===== src/sra_map.vh =====
// Command word layout, register map and mode codes for the serial access
// Operation
// - Command bits 6..0 hold the seven-bit register address.
// - Command bits 15..8 hold the eight-bit data byte.
// - Every write, clear and read acts on a whole byte.
// - Status bits clear only on an explicit clearing command from the host.
// - In restart mode received commands are ignored and registers untouched.
// - Status access returns the addressed content in the same frame.
// - Control read shows old byte; a write shows after chip select rises.
// - Every response carries an eight-bit status summary field.
// - Summary bit is one while any bit of its register is set.
// - Summary bits 0..2 follow supply one, thermal and device status.
// - Summary bit 3 ORs both bus registers, bit 4 both wake registers.
// - Summary bits 5..7 follow supply two, switch overload and open load.
// - Wake pin level register has no summary bit.
// - Control registers 0x00..0x1E: bit 7 set writes, clear only reads.
// - Status registers 0x40..0x7E: bit 7 set clears after reporting.
// - Wake pin level and identification registers ignore clear requests.
// - Driver enables are accepted while failure flags remain set.
// - On a mode change the mode field shows the mode entered.
// - Stop or sleep keeps diagnosis bits and a triggered fail output.
// - Stop keeps transceiver bits; sleep parks active transceiver settings.
// - Switches stay on in low power; a failure turns one off silently.
// - Restart clears switch and supply configuration, keeps fail output.
// - Sixteen-bit word shifted under chip select low, used after it rises.
// - Input sampled on falling edges, output shifted after rising edges.
`ifndef SRA_MAP_VH
`define SRA_MAP_VH
`define FRAME_BITS       16
`define RW_BIT           7
`define CTRL_LAST        7'h1E
`define STAT_FIRST       7'h40
`define CTRL_RESET       8'h00
`define MODE_REG         5'h01
`define MODE_LSB         0
`define SUPPLY_LSB       4
`define BUS_REG_A        5'h04
`define BUS_REG_B        5'h05
`define HS_REG_A         5'h14
`define HS_REG_B         5'h15
`define TRX_OFF          2'b00
`define TRX_WAKE         2'b01
`define ADDR_SUP_TWO     7'h40
`define ADDR_SUP_ONE     7'h41
`define ADDR_THERM       7'h42
`define ADDR_DEV         7'h43
`define ADDR_BUS_A       7'h44
`define ADDR_BUS_B       7'h45
`define ADDR_WAKE_A      7'h46
`define ADDR_WAKE_B      7'h47
`define ADDR_WAKE_LVL    7'h48
`define ADDR_HS_OVL      7'h54
`define ADDR_HS_OPEN     7'h55
`define ADDR_IDENT       7'h7E
`define MODE_NORMAL      3'b000
`define MODE_SLEEP       3'b001
`define MODE_STOP        3'b010
`define MODE_RESTART     3'b011
`endif


===== src/serial_register_access.v =====
// Serial command decoder with control and status register file
`timescale 1ns/1ps
`default_nettype none
`include "sra_map.vh"

module serial_register_access #(
  parameter [7:0] ID_VALUE = 8'h5A,  // Arbitrary identifier value
  parameter       NUM_STAT = 10,
  parameter       NUM_CTRL = 31
) (
  input  wire                    ref_clk,
  input  wire                    rst_b,
  input  wire                    sclk,
  input  wire                    chip_select_low,
  input  wire                    serial_in,
  output wire                    serial_out,
  output wire                    serial_out_en,
  input  wire [2:0]              device_mode,
  input  wire                    mode_change,
  input  wire [8*NUM_STAT-1:0]   status_set,
  input  wire [7:0]              wake_pin_level,
  input  wire                    fail_trigger,
  input  wire                    fail_release,
  input  wire [3:0]              switch_fail,
  output wire                    fail_output,
  output wire [3:0]              high_side_switch,
  output wire [7:0]              summary_field
);

  // Pin synchronisers: first stage only feeds the second
  reg  [2:0]  sclk_s_q;
  reg  [2:0]  cs_s_q;
  reg  [1:0]  sdi_s_q;
  reg  [7:0]  wk_s1_q;
  reg  [7:0]  wk_s2_q;

  always @(posedge ref_clk or negedge rst_b) begin
    if (!rst_b) begin
      sclk_s_q <= 3'b000;
      cs_s_q   <= 3'b111;
      sdi_s_q  <= 2'b00;
      wk_s1_q  <= 8'h00;
      wk_s2_q  <= 8'h00;
    end else begin
      sclk_s_q <= {sclk_s_q[1:0], sclk};
      cs_s_q   <= {cs_s_q[1:0], chip_select_low};
      sdi_s_q  <= {sdi_s_q[0], serial_in};
      wk_s1_q  <= wake_pin_level;
      wk_s2_q  <= wk_s1_q;
    end
  end

  wire sclk_rise = sclk_s_q[1] & ~sclk_s_q[2];
  wire sclk_fall = ~sclk_s_q[1] & sclk_s_q[2];
  wire cs_fall   = ~cs_s_q[1] & cs_s_q[2];
  wire cs_rise   = cs_s_q[1] & ~cs_s_q[2];
  wire cs_active = ~cs_s_q[1];
  wire sdi_bit   = sdi_s_q[1];

  // Frame state
  reg  [15:0] rx_q;
  reg  [15:0] tx_q;
  reg  [4:0]  in_cnt_q;
  reg  [4:0]  out_cnt_q;
  reg         sdo_q;
  reg         sdo_en_q;
  reg  [7:0]  summary_q;
  reg         fail_q;
  reg  [3:0]  hs_q;

  reg  [7:0]  ctrl_q [0:NUM_CTRL-1];
  reg  [7:0]  stat_q [0:NUM_STAT-1];
  reg  [7:0]  rd_data;

  // Address of the word being received, complete at the seventh sample
  wire [6:0]  rd_addr = {sdi_bit, rx_q[15:10]};

  // Whole command taken at chip select rise, only for a full word
  wire        restart = (device_mode == `MODE_RESTART);
  wire        exec    = cs_rise & (in_cnt_q == `FRAME_BITS) &
                        ~restart;
  wire [6:0]  cmd_addr = rx_q[6:0];
  wire        cmd_rw   = rx_q[`RW_BIT];
  wire [7:0]  cmd_data = rx_q[15:8];
  wire        ctrl_wr  = exec & cmd_rw &
                         (cmd_addr <= `CTRL_LAST);

  function [6:0] stat_addr;
    input integer idx;
    begin
      case (idx)
        0:       stat_addr = `ADDR_SUP_TWO;
        1:       stat_addr = `ADDR_SUP_ONE;
        2:       stat_addr = `ADDR_THERM;
        3:       stat_addr = `ADDR_DEV;
        4:       stat_addr = `ADDR_BUS_A;
        5:       stat_addr = `ADDR_BUS_B;
        6:       stat_addr = `ADDR_WAKE_A;
        7:       stat_addr = `ADDR_WAKE_B;
        8:       stat_addr = `ADDR_HS_OVL;
        default: stat_addr = `ADDR_HS_OPEN;
      endcase
    end
  endfunction

  // Sleep pushes an active transceiver setting back to wake capable
  function [1:0] trx_park;
    input [1:0] cur;
    begin
      if (cur == `TRX_OFF || cur == `TRX_WAKE)
        trx_park = cur;
      else
        trx_park = `TRX_WAKE;
    end
  endfunction

  // Read path, whole byte at a time
  integer k;
  always @* begin
    rd_data = 8'h00;
    if (rd_addr <= `CTRL_LAST) begin
      rd_data = ctrl_q[rd_addr[4:0]];
    end else if (rd_addr == `ADDR_WAKE_LVL) begin
      rd_data = wk_s2_q;
    end else if (rd_addr == `ADDR_IDENT) begin
      rd_data = ID_VALUE;
    end else begin
      for (k = 0; k < NUM_STAT; k = k + 1) begin
        if (rd_addr == stat_addr(k))
          rd_data = stat_q[k];
      end
    end
  end

  // Shift engine
  always @(posedge ref_clk or negedge rst_b) begin
    if (!rst_b) begin
      rx_q      <= 16'h0000;
      tx_q      <= 16'h0000;
      in_cnt_q  <= 5'h00;
      out_cnt_q <= 5'h00;
      sdo_q     <= 1'b0;
      sdo_en_q  <= 1'b0;
    end else if (cs_fall) begin
      in_cnt_q  <= 5'h00;
      out_cnt_q <= 5'h00;
      tx_q      <= {8'h00, summary_q};
      sdo_q     <= summary_q[0];
      sdo_en_q  <= 1'b1;
    end else if (cs_rise) begin
      sdo_q     <= 1'b0;
      sdo_en_q  <= 1'b0;
    end else if (cs_active) begin
      if (sclk_fall) begin
        rx_q <= {sdi_bit, rx_q[15:1]};
        if (in_cnt_q != 5'h1F)
          in_cnt_q <= in_cnt_q + 5'h01;
        // Data byte goes out from bit 8, after the address is in
        if (in_cnt_q == 5'h06)
          tx_q[15:8] <= rd_data;
      end
      if (sclk_rise) begin
        if (out_cnt_q < 5'h0F) begin
          out_cnt_q <= out_cnt_q + 5'h01;
          sdo_q     <= tx_q[out_cnt_q[3:0] + 4'h1];
        end else begin
          sdo_q     <= 1'b0;
        end
      end
    end
  end

  // Control registers, host write first, then mode side effects
  integer c;
  always @(posedge ref_clk or negedge rst_b) begin
    if (!rst_b) begin
      for (c = 0; c < NUM_CTRL; c = c + 1)
        ctrl_q[c] <= `CTRL_RESET;
    end else begin
      // Enables are taken regardless of pending failure flags
      if (ctrl_wr)
        ctrl_q[cmd_addr[4:0]] <= cmd_data;
      if (mode_change) begin
        ctrl_q[`MODE_REG][`MODE_LSB+2:`MODE_LSB]
          <= device_mode;
        case (device_mode)
          `MODE_SLEEP: begin
            ctrl_q[`BUS_REG_A][1:0]
              <= trx_park(ctrl_q[`BUS_REG_A][1:0]);
            ctrl_q[`BUS_REG_B][1:0]
              <= trx_park(ctrl_q[`BUS_REG_B][1:0]);
          end
          `MODE_RESTART: begin
            ctrl_q[`HS_REG_A] <= 8'h00;
            ctrl_q[`HS_REG_B] <= 8'h00;
            ctrl_q[`MODE_REG][`SUPPLY_LSB+1:`SUPPLY_LSB]
              <= 2'b00;
            ctrl_q[`BUS_REG_A][1:0]
              <= trx_park(ctrl_q[`BUS_REG_A][1:0]);
            ctrl_q[`BUS_REG_B][1:0]
              <= trx_park(ctrl_q[`BUS_REG_B][1:0]);
          end
          // Stop leaves transceiver and switch settings alone; no
          // self-assignment here, it would swallow a same-cycle write
          default: begin
          end
        endcase
      end
      // Failure turns the switch off but raises no wake event
      if (switch_fail[0])
        ctrl_q[`HS_REG_A][3:0] <= 4'h0;
      if (switch_fail[1])
        ctrl_q[`HS_REG_A][7:4] <= 4'h0;
      if (switch_fail[2])
        ctrl_q[`HS_REG_B][3:0] <= 4'h0;
      if (switch_fail[3])
        ctrl_q[`HS_REG_B][7:4] <= 4'h0;
    end
  end

  // Status registers: hardware set beats a same-cycle clear
  genvar g;
  generate
    for (g = 0; g < NUM_STAT; g = g + 1) begin : g_stat
      wire clr = exec & cmd_rw & (cmd_addr == stat_addr(g));
      always @(posedge ref_clk or negedge rst_b) begin
        if (!rst_b) begin
          stat_q[g] <= 8'h00;
        end else begin
          // Diagnosis survives every mode change
          stat_q[g] <= (stat_q[g] & {8{~clr}}) |
                       status_set[8*g +: 8];
        end
      end
    end
  endgenerate

  // Switch drive follows the configured nibble per output
  genvar h;
  generate
    for (h = 0; h < 4; h = h + 1) begin : g_hs
      wire [7:0] src = (h < 2) ? ctrl_q[`HS_REG_A] : ctrl_q[`HS_REG_B];
      always @(posedge ref_clk or negedge rst_b) begin
        if (!rst_b)
          hs_q[h] <= 1'b0;
        else
          hs_q[h] <= |src[4*(h%2) +: 4];
      end
    end
  endgenerate

  // Summary field and fail output
  always @(posedge ref_clk or negedge rst_b) begin
    if (!rst_b) begin
      summary_q <= 8'h00;
      fail_q    <= 1'b0;
    end else begin
      summary_q[0] <= |stat_q[1];
      summary_q[1] <= |stat_q[2];
      summary_q[2] <= |stat_q[3];
      summary_q[3] <= |(stat_q[4] | stat_q[5]);
      summary_q[4] <= |(stat_q[6] | stat_q[7]);
      summary_q[5] <= |stat_q[0];
      summary_q[6] <= |stat_q[8];
      summary_q[7] <= |stat_q[9];
      // Only released from normal mode; low power and restart hold it
      if (fail_trigger)
        fail_q <= 1'b1;
      else if (fail_release && device_mode == `MODE_NORMAL)
        fail_q <= 1'b0;
    end
  end

  assign serial_out       = sdo_q;
  assign serial_out_en    = sdo_en_q;
  assign fail_output      = fail_q;
  assign high_side_switch = hs_q;
  assign summary_field    = summary_q;

endmodule
`default_nettype wire


===== config.mk =====
export PLATFORM = sky130hd
export DESIGN_NAME = serial_register_access
export DESIGN_NICKNAME = d
export VERILOG_FILES = /design/src/serial_register_access.v
export VERILOG_INCLUDE_DIRS = /design/src /design/src/src
export SDC_FILE = /design/constraint.sdc
export NUM_CORES = 1
export LEC_CHECK = 0
export BUFFER_PORTS_ARGS = -buffer_cell sky130_fd_sc_hd__buf_2
export CELL_PAD_IN_SITES_DETAIL_PLACEMENT = 0
export CELL_PAD_IN_SITES_GLOBAL_PLACEMENT = 1
export CORE_ASPECT_RATIO = 2
export CORE_MARGIN = 2
export CORE_UTILIZATION = 45
export CTS_CLUSTER_DIAMETER = 40
export DETAILED_ROUTE_END_ITERATION = 7
export PLACE_DENSITY_LB_ADDON = 0.1
export SLEW_MARGIN = 10
export SYNTH_ARGS = -nofsm -noshare
export SYNTH_HDL_FRONTEND = slang
export SYNTH_SLANG_ARGS = --single-unit

===== constraint.sdc =====
create_clock -name ref_clk -period 5.65 [get_ports ref_clk]
set_clock_uncertainty 0.1 [all_clocks]
set_input_delay 0 -clock ref_clk [delete_from_list [all_inputs] [get_ports ref_clk]]
set_output_delay 0 -clock ref_clk [all_outputs]
set_load 0.005 [all_outputs]

== Word level (Yosys, flattened, before mapping) ==
Cells that the tools add are included.
Storage, ports and cells
  logic and storage cells: 291
  register bits: 409
  output and inout bits: 15
  bits of input ports: 103
Operators by class
  bitwise gates (word level): 59
  equal/unequal tests: 34
  muxes and demuxes: 91
  reductions and logical operators: 34
  $add $sub $neg: 3
  order comparisons: 7
Operator list (number)
  $bwmux W248: 1
  $mux W238: 1
  $mux W7: 30
  $mux W8: 21
  $or A8 B8 Y8: 12
  $eq A7 B7 Y1 const B: 12
  $and A8 B8 Y8: 10
  $eq A7 B7 Y1: 10
  $reduce_or A8 Y1: 8
  $mux W5: 10
  $bmux W8 S5: 1
  $demux W8 S5: 1
  $mux W16: 2
  $and A1 B1 Y1: 18
  $not A1 Y1: 17
  $mux W2: 8
  $mux W4: 4
  $reduce_and A4 Y1: 4
  $reduce_bool A2 Y1: 8
  $reduce_or A4 Y1: 4
  $le A7 B5 Y1 const B: 2
  $ge A6 B6 Y1 const B: 2
  $not A5 Y6: 2
  $add A5 B1 Y5 const B: 2
  other kinds (24): 38

== Longest topological paths before layout ==
Gate-level depths: netlist of run 1.
  word-level depth: 23
  gate-level depth with buffers: 11
  depth with buffers taken out: 8

== Worst setup path before layout of run 1 ==
Ideal clock, no wire load.
  path kind: reg2reg
  start: register cs_s_q[1]
  end: register ctrl_q[188] (netlist name)
  stages on the path, launching flop included: 7
  path slack: 3.195 ns
  buffers on the path: 0
  data required time: 5.422 ns
  arrival time: 2.227 ns
  library setup time: 0.128 ns
  clock period less this slack: 2.455 ns
  cells stage by stage: dfstp_2 -> ha_1 -> and4b_1 -> nand4_1 -> nor4_4 -> nand2_2 -> mux2_1
On the way
  longest elaborated chain between the ends: 5
RTL lines
  start: declaration: line serial_register_access.v:32  | reg [2:0] cs_s_q;
  start signal: assignment: line serial_register_access.v:46  | cs_s_q <= {cs_s_q[1:0], chip_select_low};
  $and A1 B1 Y1: line serial_register_access.v:56  | wire cs_rise = cs_s_q[1] & ~cs_s_q[2];
  $and A1 B1 Y1 (2 in series): line serial_register_access.v:80  | wire exec = cs_rise & (in_cnt_q == `FRAME_BITS) &
  $and A1 B1 Y1 (2 in series): line serial_register_access.v:85  | wire ctrl_wr = exec & cmd_rw &
  end signal: indexed assignment: line serial_register_access.v:178  | ctrl_q[c] <= `CTRL_RESET;
  end signal: indexed assignment: line serial_register_access.v:182  | ctrl_q[cmd_addr[4:0]] <= cmd_data;
  end: declaration: line serial_register_access.v:71  | reg [7:0] ctrl_q [0:NUM_CTRL-1];
No other way between the ends.
A chain may end at the register's enable or synchronous reset.

== Worst setup path in the final report of run 1 ==
  start: register rx_q[10]
  end: register tx_q[15]
On the way
  longest elaborated chain between the ends: 19
  elaborated cells on any way between the ends: 35
  classes of those cells: 1 x order compare; 12 x eq/ne; 21 x mux; 1 x bitwise
RTL lines
  start: declaration: line serial_register_access.v:61  | reg [15:0] rx_q;
  start signal: assignment: line serial_register_access.v:155  | rx_q <= {sdi_bit, rx_q[15:1]};
  $eq A7 B7 Y1: line serial_register_access.v:129  | if (rd_addr == stat_addr(k))
  $mux W8 (10 in series): line serial_register_access.v:129
  $mux W8: line serial_register_access.v:125  | end else if (rd_addr == `ADDR_IDENT) begin
  $mux W8: line serial_register_access.v:123  | end else if (rd_addr == `ADDR_WAKE_LVL) begin
  $mux W8 *: line serial_register_access.v:121  | if (rd_addr <= `CTRL_LAST) begin
  $mux W8 *: line serial_register_access.v:159  | if (in_cnt_q == 5'h06)
  $mux W8 *: line serial_register_access.v:154  | if (sclk_fall) begin
  $mux W8 *: line serial_register_access.v:153  | end else if (cs_active) begin
  $mux W8 *: line serial_register_access.v:150  | end else if (cs_rise) begin
  $mux W8 *: line serial_register_access.v:144  | end else if (cs_fall) begin
  end signal: assignment: line serial_register_access.v:147  | tx_q <= {8'h00, summary_q};
  end signal: assignment: line serial_register_access.v:160  | tx_q[15:8] <= rd_data;
  end: declaration: line serial_register_access.v:62  | reg [15:0] tx_q;
Mark *: on every way between the ends. The rest lies on a longest branch, timed or not. The select of a mux whose other input is x is not followed.

==> results.toml, run 1 <==
[yosys]
syn_inst = 1406
synth_area_per_cell_um2 = 13.2
ys_ff_latch = 409
ys_warn_count = 0
synthTopCellsByCount = "dfrtp_1, mux2_2, nand2_1"
syn_nets = 1517
synth_cell_types = 70
synth_area_mm2 = 0.0185
synth_ff_type = "dfrtp_1"
yosysTopAreaCell = "dfrtp_1"
async_flop_share = 1.00
yosysSeqAreaShare = 0.553
synthTopCellsByArea = "dfrtp_1, mux2_2, mux4_2"
synth.top_cell.area_share = 0.549
yosys.cell_count.top_type = "dfrtp_1"
synth_edf_count = 0

[global_route]
grt.total_usage = 0.262
antenna_found_initial = 0
grt_max_degree = 140
first_global_vias = 13600
grt_overflow = 0
grt_pass1_wl_um = 84800

[die]
rows = 105
die-area_mm2 = 0.0429
coreArea_mm2 = 0.0409
ios = 118
die_w_um = 147
start_util = 0.453
die_y_um = 291

[clock_tree]
clkSlewWorstSetupHoldPaths_ns = 0.07
cts_tree = "built"
cts_num_sinks = 409
cts_max_level = 2
clk_latency_ns = 0.55
hold_buffers = 114
ctsRootBufferMaster = "clkbuf_16"
cts_buffer_depth = 3
post_cts_buffers = 0
cts_buffers = 42
ctsResizeCount = 0

[final_layout]
nets = 1728
area_delta_synth_final_pct = 19.8
multiInputGateArea_mm2 = 0.00784
antennaDiodeCount = 0
drive_gt1_frac = 0.315
regArea_mm2 = 0.0102
fin_area_mm2 = 0.0222
n_fill_cell = 3496

[place]
io_buffers = 117
placed_area_mm2 = 0.0196
dp_hpwl_um = 38600
gp_congestion = 0.946

[pwr]
combinationalPowerShare = 0.125
power.total_w = 0.00690
ir_worst_vdd_mv = 0.192
p_switching_w = 0.00195
p_leak_nw = 9.65
p_int_w = 0.00494
p_sw_frac = 0.283
power_frac_clock = 0.418
seq_power_share = 0.457
p_per_area_mw_per_mm2 = 311

[sta]
hold_viol = 0
tns_ns = 0
worst_pin_slew_ns = 0.941
rsz0062_at_grt = "no"
finalSetupViolCount = 0
maxSlewViolCount = 0
whs_ns = 0.0170
relSlewSlack = 0.373
min_period_ns = 3.48
clock.fmax_mhz = 287
finalCritPeriodShare = 0.616

[hold_path]
hold_path.class = "in2async"

[worst_setup_path]
worstSetupPathType = "reg2reg"
rr_startpoint = "rx_q[10]"
critical_path_peak_fanout = 46
cp.required_ns = 5.97
worstPathArrival_ns = 3.80
start_kind = "flip-flop"
startpoint = "rx_q[10]"
crit_path_end_kind = "flip-flop"

[run]
maxCapViolations = 0

[detailed_routing]
drc = 0
routed_wl_um = 55000
dr_total_vias = 12500
antenna_left = 0
drtIter0Drc = 516
avgRoutedWirePerCell_um = 25.2
dr.pass1.iters = 5
routed_via_density = 5.70

[outcome]
status = "complete, no violations"
## power by group through the flow
| stage | clock (W) | combinational, W | sequential [W] |
|---|---|---|---|
| 4_1_cts | 0.00295 | 0.000873 | 0.00316 |
| 2_1_floorplan | 0 | 0.000602 | 0.00305 |
| 6_report | 0.00288 | 0.000864 | 0.00315 |
| 3_5_place_dp | 0 | 0.000806 | 0.00321 |
| 5_1_grt | 0.00305 | 0.000934 | 0.00317 |
| 3_3_place_gp | 0 | 0.000808 | 0.00321 |
## metrics by stage
step           instances  setup slack (ns)  utilization
2_1_floorplan       1406              3.20            -
3_3_place_gp        1994              2.15        0.479
3_5_place_dp        1994              2.12        0.479
4_1_cts             2185              2.10        0.543
5_1_grt             2185              1.91        0.543
6_report            2185              2.17        0.543
## placed cells by master, fill, tap and decap left out, types with 11 or more instances in the layout
master / n
nand2_1: 134
buf_4: 20
nor2b_1: 12
nor2_1: 34
dfrtp_1: 403
buf_2: 116
mux2_2: 207
dlygate4sd3_1: 113
nor4_1: 23
a21o_1: 82
clkbuf_16: 43
nand2b_1: 11
mux4_2: 73
o21ai_0: 76
mux2i_1: 36
nand3_1: 25
a21oi_1: 27
## worst max-delay path, cell delays in order (launching register included)
cell	delay (ns)
dfrtp_4	1.03
buf_4	0.61
nor2b_1	0.34
nand2_1	0.13
o21ai_0	0.09
mux4_2	0.55
a211oi_1	0.28
o31ai_1	0.11
## registers in the layout (all words and copies together), names as in the netlist, 2 cells and up
name,count
tx_q,16
g_hs.src,16
out_cnt_q,5
sclk_s_q,3
wk_s2_q,8
wk_s1_q,8
sdi_s_q,2
summary_field,8
high_side_switch,4
rx_q,16
stat_q,80
ctrl_q,232
cs_s_q,3
in_cnt_q,5
## layout make-up
type / count / share of cell area
tap: 535 / 0.0302
timing repair buffer: 253 / 0.0877
sequential: 409 / 0.462
clock buffer: 48 / 0.0507
multi-input combinational: 901 / 0.354
clock inverter: 29 / 0.0137
inverter: 10 / 0.00169
## path summary, 6_finish.rpt
path,endpoint,slack [ns],depth (start not counted)
setup / recovery,tx_q[15],2.17,7
hold / removal,out_cnt_q[0],0.02,3
setup reg to reg,tx_q[15],2.17,7
hold reg to reg,wk_s2_q[1],0.25,0
max in group asynchronous,ctrl_q[55],4.59,3
min in group ref_clk,wk_s1_q[7],0.02,2
## logic make-up after synthesis
family                     count (synthesis)  synth area share
xor gates and xnor gates                   6           0.00284
buffers and inverters                     96            0.0239
DFF                                      409             0.553
muxes                                    319             0.236
adders and majority gates                  8           0.00541
AOI/OAI and AO/OA                        254            0.0924
and+or+nand+nor                          314            0.0860
## layer usage
layer | global-route usage | up-vias | part of all wire
met1 | 0.289 | 6435 | 0.37
li1 | - | 5619 | -
met5 | 0 | - | 0
met3 | 0.0283 | 110 | 0.027
met4 | 0.133 | 0 | 0.057
met2 | 0.492 | 301 | 0.55
(Power assumes the default switching activity.)
==> run 2: changes to the inputs <==
--- a/config.mk
+++ b/config.mk
@@ -6,6 +6,7 @@
 export SDC_FILE = /design/constraint.sdc
 export NUM_CORES = 1
 export LEC_CHECK = 0
+export ABC_AREA = 1
 export BUFFER_PORTS_ARGS = -buffer_cell sky130_fd_sc_hd__buf_2
 export CELL_PAD_IN_SITES_DETAIL_PLACEMENT = 0
 export CELL_PAD_IN_SITES_GLOBAL_PLACEMENT = 1
==> constraint.sdc (replaced) <==
create_clock -name ref_clk -period 3.5 [get_ports ref_clk]
set_clock_uncertainty 0.1 [all_clocks]
set_input_delay 0 -clock ref_clk [delete_from_list [all_inputs] [get_ports ref_clk]]
set_output_delay 0 -clock ref_clk [all_outputs]
set_load 0.005 [all_outputs]
==> results.toml, run 2 <==
[outcome]
status = "complete, but fails checks"
failed_checks = "negative hold slack"

[pwr]
seq_power_share = 0.411
p_sw_frac = 0.313
p_leak_nw = 10.5
ir_worst_vdd_mv = 0.312
p_switching_w = 0.00379
power.total_w = 0.0121
power_frac_clock = 0.377
combinationalPowerShare = 0.212
p_per_area_mw_per_mm2 = 556
p_int_w = 0.00833

[clock_tree]
cts_buffer_depth = 3
cts_tree = "built"
ctsResizeCount = 0
post_cts_buffers = 0
ctsRootBufferMaster = "clkbuf_16"
cts_num_sinks = 409
cts_buffers = 41
clk_latency_ns = 0.55
cts_max_level = 2
clkSlewWorstSetupHoldPaths_ns = 0.06
hold_buffers = 111

[sta]
hold_viol = 3
min_period_ns = 3.16
rsz0062_at_grt = "no"
worst_pin_slew_ns = 1.04
finalCritPeriodShare = 0.902
maxSlewViolCount = 0
tns_ns = 0
finalSetupViolCount = 0
relSlewSlack = 0.303
setup_slack_ns = 0.341
clock.fmax_mhz = 317
whs_ns = -0.00668

[die]
start_util = 0.456
die_y_um = 286
die-area_mm2 = 0.0415
die_w_um = 145
rows = 103
ios = 118
coreArea_mm2 = 0.0393

[worst_setup_path]
worstSetupPathType = "reg2reg"
worstPathArrival_ns = 3.54
worst-path-buf-inv = 3
path_common_cell = "nand2_1"
worst_path_max_delay_cell = "inv_1"
cp_top_family = "simple AND/OR/NAND/NOR gates"
start_kind = "flip-flop"
critical_path_peak_fanout = 17
cpPeakStageDelay_ns = 0.63
cp.required_ns = 3.88
path_cells = "inv_2, nand2_1, inv_1, nand3_2, inv_1, a21oi_1, nand4_1, nand2_1, nand3_1, o21ai_0, nand2_1, nand2_1, nand2_1"
crit_path_end_kind = "flip-flop"

[final_layout]
drive_gt1_frac = 0.129
final_cell_mix = "nand2_1, dfrtp_1, o21ai_0"
largest_reg_flops = 232
antennaDiodeCount = 0
reg.largest.list = "ctrl_q x232, stat_q x80"
top_register = "ctrl_q"
nets = 2324
area_delta_synth_final_pct = 21.7
n_fill_cell = 3557
regArea_mm2 = 0.0102
final_common_cell = "nand2_1"
multiInputGateArea_mm2 = 0.00656

[detailed_routing]
avgRoutedWirePerCell_um = 21.4
dr_total_vias = 15200
antenna_left = 0
drtIter0Drc = 880
dr.pass1.iters = 5
routed_via_density = 5.49
drc = 0
routed_wl_um = 59300

[run]
maxCapViolations = 0

[yosys]
synth_cell_types = 41
synth.top_cell.area_share = 0.567
synth_edf_count = 0
ys_warn_count = 0
syn_inst = 1983
ys_ff_latch = 409
synthTopCellsByCount = "nand2_1, dfrtp_1, o21ai_0"
synth_area_per_cell_um2 = 9.03
yosysSeqAreaShare = 0.572
syn_nets = 2094
synthTopCellsByArea = "dfrtp_1, nand2_1, o21ai_0"
synth_area_mm2 = 0.0179
yosys.cell_count.top_type = "nand2_1"
yosysTopAreaCell = "dfrtp_1"
async_flop_share = 1.00
synth_ff_type = "dfrtp_1"

[global_route]
antenna_found_initial = 0
grt_max_degree = 97
first_global_vias = 15500
grt_pass1_wl_um = 91700
grt_overflow = 0
grt.total_usage = 0.287

[place]
preCtsSetupSlack_ns = 0.433
dp_hpwl_um = 41200
gp_congestion = 0.914
io_buffers = 117

[hold_path]
hold_path.class = "in2async"
[run 2: power by group through the flow]
stage | Clock (W) | Combinational [W] | Sequential (W)
final | 0.00456 | 0.00257 | 0.00497
after global routing | 0.00485 | 0.00277 | 0.00499
after CTS | 0.00464 | 0.00258 | 0.00497
after detailed placement | 0 | 0.00247 | 0.00506
after global placement | 0 | 0.00246 | 0.00505
after floorplan | 0 | 0.00128 | 0.00500
[run 2: layer usage]
layer	global-route usage	part of all wire	wire [µm]	up-vias
met5	0	0	0	-
met4	0.159	0.062	3660	0
met3	0.0308	0.037	2190	150
met2	0.530	0.53	31200	456
met1	0.324	0.38	22300	7439
li1	-	-	-	7153
[run 2: area by class of cell]
type,count,area share
tap,525,0.0301
sequential,409,0.470
clock inverter,9,0.00500
multi-input combinational,1294,0.301
inverter,182,0.0314
timing repair buffer,285,0.104
clock buffer,64,0.0590
[run 2: path summary, 6_finish.rpt]
| path | startpoint | to | slack (ns) | cells after the start |
|---|---|---|---|---|
| max in group asynchronous | rst_b | ctrl_q[39] | 2.40 | 3 |
| min reg2reg | wk_s1_q[0] | wk_s2_q[0] | 0.25 | 0 |
| min in group ref_clk | wake_pin_level[5] | wk_s1_q[5] | 0.01 | 2 |
| min | rst_b | tx_q[2] | -0.007 | 2 |
| max reg2reg | rx_q[13] | tx_q[12] | 0.34 | 13 |
| max | rx_q[13] | tx_q[12] | 0.34 | 13 |
[run 2: per-stage QoR]
| step | hold slack [ns] | instance area, µm² | instances | util |
|---|---|---|---|---|
| finish | -0.00668 | 21800 | 2768 | 0.554 |
| global route | 0.00237 | 21800 | 2768 | 0.554 |
| CTS | 0.00567 | 21800 | 2768 | 0.554 |
| detailed placement | 0.00430 | 19300 | 2584 | 0.491 |
| global placement | 0.00472 | 19300 | 2584 | 0.491 |
| floorplan | -0.396 | 17900 | 1983 | - |
[run 2: cell families (layout without fill, tap and decap cells)]
kind of cell / Yosys count / in the layout / share of synthesized area
simple gates: 692 / 692 / 0.169
compound gates: 593 / 593 / 0.191
flops: 409 / 409 / 0.572
buf+inv: 280 / 540 / 0.0624
fa+ha+maj: 8 / 8 / 0.00559
xor+xnor: 1 / 1 / 0.000489
